### config.mk
export PLATFORM = sky130hd
export DESIGN_NAME = fcdma_channel_ctrl
export DESIGN_NICKNAME = d
export VERILOG_FILES = /design/src/fcdma_pkg.sv /design/src/fcdma_channel_ctrl.sv
export VERILOG_INCLUDE_DIRS = /design/src
export SDC_FILE = /design/constraint.sdc
export NUM_CORES = 2
export LEC_CHECK = 0
export BUFFER_PORTS_ARGS = -buffer_cell sky130_fd_sc_hd__buf_2
export CAP_MARGIN = 20
export CORE_UTILIZATION = 45
export CTS_CLUSTER_SIZE = 40
export DETAILED_ROUTE_END_ITERATION = 10
export HOLD_SLACK_MARGIN = 0.08
export PLACE_DENSITY = 0.62
export SYNTH_ARGS = -nofsm -noshare
export SYNTH_HDL_FRONTEND = slang
export SYNTH_SLANG_ARGS = --single-unit
### constraint.sdc
create_clock -name i_core_clk -period 22.6 [get_ports i_core_clk]
set_input_delay 4.52 -clock i_core_clk [delete_from_list [all_inputs] [get_ports i_core_clk]]
set_output_delay 4.52 -clock i_core_clk [all_outputs]
set_load 0.03 [all_outputs]
### src/fcdma_defines.svh
`ifndef FCDMA_DEFINES_SVH
`define FCDMA_DEFINES_SVH

// ----------------------------------------------------------------------------
// Register map
// ----------------------------------------------------------------------------
`define FCDMA_CH_ADDR_BIT 7
`define FCDMA_OPC_ADDR 8'h80
`define FCDMA_REG_MEM 5'h00
`define FCDMA_REG_DEV 5'h04
`define FCDMA_REG_CNT 5'h08
`define FCDMA_REG_NCNT 5'h0C
`define FCDMA_REG_CA 5'h10
`define FCDMA_REG_CB 5'h14

// ----------------------------------------------------------------------------
// Field positions
// ----------------------------------------------------------------------------
`define FCDMA_OPC_WE_LSB 0
`define FCDMA_OPC_EN_LSB 4
`define FCDMA_OPC_SUC_LSB 8
`define FCDMA_OPC_MST_BIT 15
`define FCDMA_CB_ERR_BIT 15
`define FCDMA_HTRANS_ACTIVE_BIT 1

// ----------------------------------------------------------------------------
// Encodings
// ----------------------------------------------------------------------------
`define FCDMA_CLS_SINGLE_CONT 3'h1
`define FCDMA_CLS_DUAL_AUTO 3'h7
`define FCDMA_STEP_INC 2'h0
`define FCDMA_STEP_DEC 2'h1
`define FCDMA_STEP_BYTE 24'h000001
`define FCDMA_STEP_WORD 24'h000002
`define FCDMA_CNT_LAST 16'h0001
`define FCDMA_CNT_DEC 16'h0001

// ----------------------------------------------------------------------------
// Reset values
// ----------------------------------------------------------------------------
`define FCDMA_RST_ADDR 24'h000000
`define FCDMA_RST_CNT 16'h0000
`define FCDMA_RST_CTRL 16'h0000
`define FCDMA_RST_WORD 32'h00000000
`define FCDMA_SPACE_IDLE 2'h0

`endif

### src/fcdma_pkg.sv
package fcdma_pkg;

  // Channel control A, most significant bit first
  typedef struct packed {
    logic xfer_done_flag;
    logic xfer_done_irq_en;
    logic block_done_flag;
    logic block_done_irq_en;
    logic prio_express;
    logic direction;
    logic bus_mode_sel;
    logic request_sense;
    logic operand_size_sel;
    logic port_size_sel;
    logic [2:0] device_class;
    logic [1:0] mem_space;
    logic mem_addr_direction;
  } fcdma_ctrl_a_t;

  // Channel control B, most significant bit first
  typedef struct packed {
    logic dma_bus_error_flag;
    logic [10:0] unused;
    logic [1:0] dev_space;
    logic [1:0] dev_addr_step;
  } fcdma_ctrl_b_t;

endpackage

### src/fcdma_channel_ctrl.sv
// Notes on behaviour
// - Dual mode: device address 24 bits, stepped
// - Continue block end: next address to memory address
// - Counter decrements per unit; zero means 64k
// - Continue block end: next count to counter, next count zeroed
// - Direction bit: 0 increment, 1 decrement
// - Memory space bits drive status during cycles
// - Class field selects mode; 010/011 reserved
// - Port size: 0 sixteen bit, 1 eight bit
// - Operand size counts only dual, 16-bit port
// - Request sense: 0 level, 1 edge
// - Bus mode 1 cycle steal, else obedient/burst
// - Direction: 0 memory to device, 1 reverse
// - Block flag sets unless done; read-then-access clears
// - Enabled flags raise channel interrupt request
// - Done flag on last count or completion input
// - Device step: 00 inc, 01 dec, 10 hold
// - Device space output, copied at continue end
// - Bus error flag set; write one clears
// - Enable/successive change only with write-enable one
// - Enable starts or permits; clearing pauses channel
// - Successive bit allows following continue blocks
// - Master set with enables unless error; cleared
// - Memory address 24 bits, step one or two
// - Enable clears when the counter runs out, unless a continue block follows
//
// Added by the designer: the AHB-Lite interface to the registers and the address map.
`include "fcdma_defines.svh"
`timescale 1ns/100ps
`default_nettype none

module fcdma_channel_ctrl #(
  parameter int NUM_CH = 4,
  parameter int ADDR_BITS = 24
) (
  // Clock and reset
  input wire logic i_core_clk,
  input wire logic i_sys_rst,
  // AHB-Lite slave
  input wire logic i_hsel,
  input wire logic [31:0] i_haddr,
  input wire logic [1:0] i_htrans,
  input wire logic i_hwrite,
  input wire logic [2:0] i_hsize,
  input wire logic [31:0] i_hwdata,
  input wire logic i_hready,
  output logic o_hreadyout,
  output logic o_hresp,
  output logic [31:0] o_hrdata,
  // Transfer sequencer events
  input wire logic [NUM_CH-1:0] i_xfer_pulse,
  input wire logic [NUM_CH-1:0] i_done_pulse,
  input wire logic [1:0] i_act_ch,
  input wire logic i_dma_cycle,
  input wire logic i_dev_cycle,
  input wire logic i_bus_err,
  input wire logic i_nmi,
  // Channel state towards the sequencer
  output logic [NUM_CH-1:0] o_chan_run,
  output logic [NUM_CH-1:0] o_auto_req,
  output logic [NUM_CH-1:0] o_irq,
  output logic [1:0] o_space_status,
  output logic [ADDR_BITS-1:0] o_mem_addr,
  output logic [ADDR_BITS-1:0] o_dev_addr,
  output var fcdma_pkg::fcdma_ctrl_a_t o_act_cfg
);
  import fcdma_pkg::*;

  // --------------------------------------------------------------------------
  // State
  // --------------------------------------------------------------------------
  logic [ADDR_BITS-1:0] mem_addr_q [NUM_CH];
  logic [ADDR_BITS-1:0] mem_addr_d [NUM_CH];
  logic [ADDR_BITS-1:0] dev_addr_q [NUM_CH];
  logic [ADDR_BITS-1:0] dev_addr_d [NUM_CH];
  logic [15:0] cnt_q [NUM_CH];
  logic [15:0] cnt_d [NUM_CH];
  logic [15:0] ncnt_q [NUM_CH];
  logic [15:0] ncnt_d [NUM_CH];
  fcdma_ctrl_a_t ca_q [NUM_CH];
  fcdma_ctrl_a_t ca_d [NUM_CH];
  fcdma_ctrl_b_t cb_q [NUM_CH];
  fcdma_ctrl_b_t cb_d [NUM_CH];
  logic [NUM_CH-1:0] en_q, en_d;
  logic [NUM_CH-1:0] suc_q, suc_d;
  logic [NUM_CH-1:0] arm_xfer_q, arm_xfer_d;
  logic [NUM_CH-1:0] arm_blk_q, arm_blk_d;
  logic master_q, master_d;
  logic wr_pend_q, wr_pend_d;
  logic [7:0] wr_addr_q, wr_addr_d;

  // Output registers
  logic [31:0] hrdata_d;
  logic [NUM_CH-1:0] run_d, auto_d, irq_d;
  logic [1:0] space_d;
  logic [ADDR_BITS-1:0] mem_out_d, dev_out_d;
  fcdma_ctrl_a_t cfg_d;

  // Bus decode
  logic acc, rd_acc;
  logic [1:0] a_ch, w_ch;
  logic [4:0] a_reg, w_reg;
  logic a_is_ch, w_is_ch, w_is_opc;

  // --------------------------------------------------------------------------
  // AHB address and data phase decode
  // --------------------------------------------------------------------------
  // Only whole-word single transfers are used, so size is not decoded.
  // Ready is part of the qualifier so a phase is never taken twice should
  // another slave on the bus hold the transfer off.
  assign acc = i_hsel & i_htrans[`FCDMA_HTRANS_ACTIVE_BIT] & i_hready;
  assign rd_acc = acc & ~i_hwrite;
  assign a_ch = i_haddr[6:5];
  assign a_reg = i_haddr[4:0];
  assign a_is_ch = ~i_haddr[`FCDMA_CH_ADDR_BIT];
  assign w_ch = wr_addr_q[6:5];
  assign w_reg = wr_addr_q[4:0];
  assign w_is_ch = ~wr_addr_q[`FCDMA_CH_ADDR_BIT];
  assign w_is_opc = (wr_addr_q == `FCDMA_OPC_ADDR);

  // --------------------------------------------------------------------------
  // Next state of all channels
  // --------------------------------------------------------------------------
  // Software effects come first, hardware events last, so a flag that
  // hardware sets in the cycle software clears it is never lost.
  always_comb begin
    logic dual;
    logic cont;
    logic wide;
    logic sel_w;
    logic sel_a;
    logic [ADDR_BITS-1:0] step;
    fcdma_ctrl_a_t wca;
    logic any_start;
    dual = 1'b0;
    cont = 1'b0;
    wide = 1'b0;
    sel_w = 1'b0;
    sel_a = 1'b0;
    step = `FCDMA_STEP_WORD;
    wca = fcdma_ctrl_a_t'(i_hwdata[15:0]);
    any_start = 1'b0;
    wr_pend_d = acc & i_hwrite;
    wr_addr_d = i_haddr[7:0];
    en_d = en_q;
    suc_d = suc_q;
    arm_xfer_d = arm_xfer_q;
    arm_blk_d = arm_blk_q;
    master_d = master_q;
    for (int c = 0; c < NUM_CH; c++) begin
      mem_addr_d[c] = mem_addr_q[c];
      dev_addr_d[c] = dev_addr_q[c];
      cnt_d[c] = cnt_q[c];
      ncnt_d[c] = ncnt_q[c];
      ca_d[c] = ca_q[c];
      cb_d[c] = cb_q[c];
      dual = ca_q[c].device_class[2];
      cont = (ca_q[c].device_class == `FCDMA_CLS_SINGLE_CONT);
      // Byte units on an 8-bit port, or byte operands in dual mode only
      wide = ~ca_q[c].port_size_sel & ~(dual & ca_q[c].operand_size_sel);
      step = wide ? `FCDMA_STEP_WORD : `FCDMA_STEP_BYTE;
      sel_w = wr_pend_q & w_is_ch & (w_ch == 2'(c));
      sel_a = acc & a_is_ch & (a_ch == 2'(c));
      // Data phase register writes; the done flags are not writable
      if (sel_w) begin
        unique case (w_reg)
          `FCDMA_REG_MEM: mem_addr_d[c] = i_hwdata[ADDR_BITS-1:0];
          `FCDMA_REG_DEV: dev_addr_d[c] = i_hwdata[ADDR_BITS-1:0];
          `FCDMA_REG_CNT: cnt_d[c] = i_hwdata[15:0];
          `FCDMA_REG_NCNT: ncnt_d[c] = i_hwdata[15:0];
          `FCDMA_REG_CA: begin
            wca = fcdma_ctrl_a_t'(i_hwdata[15:0]);
            wca.xfer_done_flag = ca_q[c].xfer_done_flag;
            wca.block_done_flag = ca_q[c].block_done_flag;
            ca_d[c] = wca;
          end
          `FCDMA_REG_CB: begin
            cb_d[c].dev_addr_step = i_hwdata[1:0];
            cb_d[c].dev_space = i_hwdata[3:2];
            // Writing one clears, writing zero leaves it alone
            if (i_hwdata[`FCDMA_CB_ERR_BIT]) begin
              cb_d[c].dma_bus_error_flag = 1'b0;
            end
          end
          default: begin
          end
        endcase
      end
      // Read of control A arms the two flag-clearing sequences. The arm
      // outlives other accesses in between, so software should read control A
      // right before the clearing access rather than rely on an old arm.
      if (sel_a && rd_acc && (a_reg == `FCDMA_REG_CA)) begin
        arm_xfer_d[c] = 1'b1;
        arm_blk_d[c] = 1'b1;
      end
      if (sel_a && rd_acc && (a_reg == `FCDMA_REG_CNT) && arm_xfer_q[c]) begin
        ca_d[c].xfer_done_flag = 1'b0;
        arm_xfer_d[c] = 1'b0;
      end
      // Any access to the next count completes the block flag clear
      if (sel_a && (a_reg == `FCDMA_REG_NCNT) && arm_blk_q[c]) begin
        ca_d[c].block_done_flag = 1'b0;
        arm_blk_d[c] = 1'b0;
      end
      // Locked enables: a write changes them only where its write-enable bit is set
      if (wr_pend_q && w_is_opc && i_hwdata[`FCDMA_OPC_WE_LSB + c]) begin
        en_d[c] = i_hwdata[`FCDMA_OPC_EN_LSB + c];
        suc_d[c] = i_hwdata[`FCDMA_OPC_SUC_LSB + c];
        if (i_hwdata[`FCDMA_OPC_EN_LSB + c] && !cb_q[c].dma_bus_error_flag) begin
          any_start = 1'b1;
        end
      end
      // One unit moved: count down and step the addresses
      // Pulses are taken even on a stopped channel; the sequencer gates them
      if (i_xfer_pulse[c]) begin
        cnt_d[c] = cnt_q[c] - `FCDMA_CNT_DEC;
        if (ca_q[c].mem_addr_direction) begin
          mem_addr_d[c] = mem_addr_q[c] - step;
        end else begin
          mem_addr_d[c] = mem_addr_q[c] + step;
        end
        if (dual) begin
          if (cb_q[c].dev_addr_step == `FCDMA_STEP_INC) begin
            dev_addr_d[c] = dev_addr_q[c] + step;
          end else if (cb_q[c].dev_addr_step == `FCDMA_STEP_DEC) begin
            dev_addr_d[c] = dev_addr_q[c] - step;
          end
        end
        // A count of zero wraps to the full 64k, so only one ends it
        if (cnt_q[c] == `FCDMA_CNT_LAST) begin
          if (cont && suc_q[c]) begin
            mem_addr_d[c] = dev_addr_q[c];
            cnt_d[c] = ncnt_q[c];
            ncnt_d[c] = cnt_q[c] - `FCDMA_CNT_DEC;
            ca_d[c].mem_space = cb_q[c].dev_space;
            if (!ca_d[c].xfer_done_flag) begin
              ca_d[c].block_done_flag = 1'b1;
            end
          end else begin
            ca_d[c].xfer_done_flag = 1'b1;
            en_d[c] = 1'b0;
          end
        end
      end
      // Completion input ends the whole transfer early
      // It stops the channel the same way a count run-out does
      if (i_done_pulse[c]) begin
        ca_d[c].xfer_done_flag = 1'b1;
        en_d[c] = 1'b0;
      end
      // A fault is charged to the channel that owns the current cycle
      if (i_bus_err && (i_act_ch == 2'(c))) begin
        cb_d[c].dma_bus_error_flag = 1'b1;
      end
    end
    if (any_start) begin
      master_d = 1'b1;
    end
    // Stop wins over start: a fault must always halt every channel
    if (i_nmi || i_bus_err) begin
      master_d = 1'b0;
    end
  end

  // Register the channel state
  always_ff @(posedge i_core_clk or posedge i_sys_rst) begin
    if (i_sys_rst) begin
      for (int c = 0; c < NUM_CH; c++) begin
        mem_addr_q[c] <= `FCDMA_RST_ADDR;
        dev_addr_q[c] <= `FCDMA_RST_ADDR;
        cnt_q[c] <= `FCDMA_RST_CNT;
        ncnt_q[c] <= `FCDMA_RST_CNT;
        ca_q[c] <= fcdma_ctrl_a_t'(`FCDMA_RST_CTRL);
        cb_q[c] <= fcdma_ctrl_b_t'(`FCDMA_RST_CTRL);
      end
      en_q <= '0;
      suc_q <= '0;
      arm_xfer_q <= '0;
      arm_blk_q <= '0;
      master_q <= 1'b0;
      wr_pend_q <= 1'b0;
      wr_addr_q <= 8'h00;
    end else begin
      for (int c = 0; c < NUM_CH; c++) begin
        mem_addr_q[c] <= mem_addr_d[c];
        dev_addr_q[c] <= dev_addr_d[c];
        cnt_q[c] <= cnt_d[c];
        ncnt_q[c] <= ncnt_d[c];
        ca_q[c] <= ca_d[c];
        cb_q[c] <= cb_d[c];
      end
      en_q <= en_d;
      suc_q <= suc_d;
      arm_xfer_q <= arm_xfer_d;
      arm_blk_q <= arm_blk_d;
      master_q <= master_d;
      wr_pend_q <= wr_pend_d;
      wr_addr_q <= wr_addr_d;
    end
  end

  // --------------------------------------------------------------------------
  // Read data and outputs
  // --------------------------------------------------------------------------
  // Read data comes from next state so a read right behind a write of the
  // same register sees the new value without a wait state.
  always_comb begin
    hrdata_d = `FCDMA_RST_WORD;
    if (rd_acc && a_is_ch) begin
      unique case (a_reg)
        `FCDMA_REG_MEM: hrdata_d[ADDR_BITS-1:0] = mem_addr_d[a_ch];
        `FCDMA_REG_DEV: hrdata_d[ADDR_BITS-1:0] = dev_addr_d[a_ch];
        `FCDMA_REG_CNT: hrdata_d[15:0] = cnt_d[a_ch];
        `FCDMA_REG_NCNT: hrdata_d[15:0] = ncnt_d[a_ch];
        `FCDMA_REG_CA: hrdata_d[15:0] = ca_d[a_ch];
        `FCDMA_REG_CB: hrdata_d[15:0] = cb_d[a_ch];
        default: hrdata_d = `FCDMA_RST_WORD;
      endcase
    end else if (rd_acc && (i_haddr[7:0] == `FCDMA_OPC_ADDR)) begin
      // Write-enable bits always read back as zero
      hrdata_d[`FCDMA_OPC_EN_LSB +: NUM_CH] = en_d;
      hrdata_d[`FCDMA_OPC_SUC_LSB +: NUM_CH] = suc_d;
      hrdata_d[`FCDMA_OPC_MST_BIT] = master_d;
    end
    for (int c = 0; c < NUM_CH; c++) begin
      // A cleared enable or master pauses the channel in place
      run_d[c] = en_d[c] & master_d;
      auto_d[c] = run_d[c] & (ca_d[c].device_class == `FCDMA_CLS_DUAL_AUTO);
      irq_d[c] = (ca_d[c].block_done_flag & ca_d[c].block_done_irq_en) |
                 (ca_d[c].xfer_done_flag & ca_d[c].xfer_done_irq_en);
    end
    // Space status follows the cycle kind of the active channel
    // Current state is used so the status matches the cycle now on the bus
    space_d = `FCDMA_SPACE_IDLE;
    if (i_dma_cycle) begin
      space_d = i_dev_cycle ? cb_q[i_act_ch].dev_space : ca_q[i_act_ch].mem_space;
    end
    // Addresses of the owning channel, as they will stand after this edge
    mem_out_d = mem_addr_d[i_act_ch];
    dev_out_d = dev_addr_d[i_act_ch];
    // Sense, bus mode and direction are carried out to the sequencer
    cfg_d = ca_d[i_act_ch];
  end

  // Register all outputs
  // Ready never drops: every access finishes without a wait state
  always_ff @(posedge i_core_clk or posedge i_sys_rst) begin
    if (i_sys_rst) begin
      o_hreadyout <= 1'b1;
      o_hresp <= 1'b0;
      o_hrdata <= `FCDMA_RST_WORD;
      o_chan_run <= '0;
      o_auto_req <= '0;
      o_irq <= '0;
      o_space_status <= `FCDMA_SPACE_IDLE;
      o_mem_addr <= `FCDMA_RST_ADDR;
      o_dev_addr <= `FCDMA_RST_ADDR;
      o_act_cfg <= fcdma_ctrl_a_t'(`FCDMA_RST_CTRL);
    end else begin
      o_hreadyout <= 1'b1;
      o_hresp <= 1'b0;
      o_hrdata <= hrdata_d;
      o_chan_run <= run_d;
      o_auto_req <= auto_d;
      o_irq <= irq_d;
      o_space_status <= space_d;
      o_mem_addr <= mem_out_d;
      o_dev_addr <= dev_out_d;
      o_act_cfg <= cfg_d;
    end
  end

endmodule

`default_nettype wire

==> results by group <==
Clock tree
  – Post-CTS Resized: 0
  – Clk Latency, worst-skew pair: 0.64 ns
  – Worst-path clk slew: 0.06 ns
  – Clock sink count: 532
  – TritonCTS clock tree: done
  – Total CTS buffers: 67
  – Post-CTS Hold Fix Bufs: 0
  – CTS root buf: clkbuf_16
  – Bufs on Longest Clock Path: 3
  – Post-CTS Setup Bufs: 0
  – Htree depth: 3

Placement
  – Routability cong.: 1.022
  – I/O Buffers: 153
  – Place WS: 13.04 ns
  – Dpl hpwl: 118800 um

Cells and area
  – Fillers: 7585
  – Nets: 4312
  – Share of post-route cells with drive strength above 1: 16.84%
  – Area delta synth->final: 11.42%

Yosys
  – Cell count after synthesis: 4039
  – Register area share after synthesis: 35.54%
  – Number of synthesized flops with an enable pin: 0
  – Main synth FF type: dfrtp_1
  – Synth cell types: 105
  – Largest area contributor in the netlist: dfrtp_1
  – Yosys reg bits: 532
  – Mapped Area: 0.03745 sq mm
  – Synth top area cells: dfrtp_1 (36%), mux4_2 (6.0%), mux2i_1 (4.9%)
  – Async SR Flop Fraction: 100.0%
  – Syn. warnings: 0
  – Syn Area/Cell: 9.273 sq um
  – Synth top area share: 35.54%

Timing
  – Count of final max-slew check failures: 0
  – Tmin final: 9.245 ns
  – Least-Margin Pin Slew: 1.339 ns
  – Final hold violation count: 0
  – Post-Route Skew: 0.03054 ns
  – Max Clk Rate: 108.2 MHz
  – Slew HR: 10.04%
  – Fin Setup TNS: 0 ns
  – RSZ-0062 raised after global routing: no
  – Finish-stage setup viols: 0
  – Setup ws final: 13.35 ns
  – Tcrit/Tclk final: 40.91%

Global routing
  – First-pass GRT wire length: 231400 um
  – Aggregate global routing overflow: 0
  – Initial antenna violation count: 11
  – Vias in the first global route: 33420
  – GRT Total Usage: 37.31%
  – Largest net degree at the start of global routing: 159

Route
  – DR iter-0 viols: 4819
  – DR pass1 iterations: 6
  – Routed wire length: 160600 um
  – Routed WL per cell: 30.76 um
  – Post-DRT Antenna Nets: 0
  – Met2 WL: 65520 um
  – WL met3: 23620 um
  – Via-per-instance ratio: 6.797
  – Residual DRC: 0
  – Met1 wire length: 64500 um
  – Highest Signal Layer: met5
  – Vias: 35490

Power and ir drop
  – Leakage power: 16.93 nW
  – Power density over cell area: 102.6 mW/mm^2
  – Maximum VDD drop: 0.05813 mV
  – PnR Total Power: 0.004281 W

Floorplan
  – Initial Util: 45.54%
  – Site Rows: 105
  – DIE AREA: 0.08439 sq mm
  – Chip Height: 290.5 um
  – Ports: 200
  – Core area: 0.08224 sq mm
  – Die extent in x: 290.5 um

Worst setup path
  – CP required: 22.96 ns
  – Crit end category: flop
  – Critical Path Start Type: primary input
  – Crit path arrival time: 9.61 ns
  – Crit-path max FO: 25
  – CP Class: primary input to flop

Worst hold path
  – Tightest Hold Check Type: flop to flop

Flow run
  – Number of max-cap violations: 0

Outcome
  – Status: completed
==> power by group <==
group	switching, W	internal (W)
clock	0.000477	0.000687
sequential	0.000168	0.00113
combinational	0.00114	0.000677
==> cells in the mapped netlist (all sizes together) (26+ instances only) <==
cell / n
dfrtp: 532
a21oi: 344
nand2: 303
nor2: 295
o21ai: 242
clkbuf: 227
mux2i: 183
mux2: 138
nand3: 125
ha: 120
inv: 110
o22ai: 104
mux4: 100
nor3: 94
xnor2: 69
buf: 65
a211oi: 61
xor2: 55
o211ai: 51
nand4: 50
a31oi: 45
or3: 45
and2: 41
a21o: 40
nand2b: 40
nor4: 37
a211o: 33
nor2b: 30
and3: 26
==> kinds of logic after synthesis <==
family	after synthesis	synth area share [%]
AOI/OAI and AO/OA	1231	21.45
and+or+nand+nor	1190	15.98
DFF	532	35.54
muxes	421	15.06
buffers and inverters	407	4.390
adders and majority gates	132	4.650
xor gates and xnor gates	124	2.900
other	2	0.02005
==> metal layers <==
layer  vias up  track usage (%)
met4         6            14.29
met2      2221            52.36
li1      15340                -
met1     17550            51.17
met5         -                0
met3       372            14.93
==> per-stage QoR <==
stage / util, % / hold WS (ns) / instance area (sq um) / instances
global placement: 47.85 / 0.4752 / 39350 / 5092
detailed placement: 47.85 / 0.4797 / 39350 / 5092
global route: 50.73 / 0.5014 / 41720 / 5216
finish: 50.74 / 0.4898 / 41730 / 5221
floorplan: - / 0.4506 / 37480 / 4047
CTS: 50.71 / 0.4850 / 41710 / 5213
==> cell type report <==
cell class	count	area [sq um]	share of cell area [%]
Clock buffer	89	1879	4.503
Antenna cell	7	17.52	0.04198
Sequential cell	532	13310	31.90
Inverter	115	439.2	1.052
Multi-Input combinational cell	3108	22600	54.16
Clock inverter	32	475.5	1.139
Tap cell	1070	1339	3.208
Timing Repair Buffer	268	1665	3.991
==> sequential cells by signal, indices dropped and copies added (netlist names) <==
name	cells
o_auto_req	4
o_mem_addr	24
wr_pend_q	1
o_hrdata	24
suc_q	4
arm_blk_q	4
o_chan_run	4
o_irq	4
dev_addr_q	96
cb_q	20
mem_addr_q	96
master_q	1
arm_xfer_q	4
o_dev_addr	24
ca_q	64
en_q	4
cnt_q	64
ncnt_q	64
wr_addr_q	8
o_act_cfg	16
o_space_status	2
==> critical path: stages <==
cell      delay [ns]
buf_2           0.65
inv_1           0.35
buf_4           0.33
or3_2           0.54
nor3_2          0.62
a21oi_1         0.10
and2_1          0.21
o31ai_1         0.72
o211ai_1        0.22
o31ai_1         0.82
o311ai_0        0.47
==> worst paths after layout <==
check / startpoint / depth (start not counted) / slack, ns / to
setup / recovery: i_xfer_pulse[0] / 11 / 13.35 / o_hrdata[15]
hold / removal: arm_blk_q[3] / 1 / 0.49 / arm_blk_q[3]
setup reg to reg: ca_q[21] / 10 / 16.87 / o_hrdata[15]
hold reg to reg: arm_blk_q[3] / 1 / 0.49 / arm_blk_q[3]
max in group asynchronous: i_sys_rst / 5 / 15.76 / cnt_q[25]
min in group asynchronous: i_sys_rst / 2 / 3.99 / mem_addr_q[90]
==> cells in the final DEF (no fill, tap or decap), types with 120 or more instances in the layout <==
| cell | count |
|---|---|
| a21oi_1 | 342 |
| buf_2 | 150 |
| dfrtp_1 | 532 |
| ha_1 | 120 |
| mux2_2 | 138 |
| mux2i_1 | 183 |
| nand2_1 | 302 |
| nand3_1 | 125 |
| nor2_1 | 291 |
| o21ai_0 | 240 |
(Power assumes the default switching activity.)
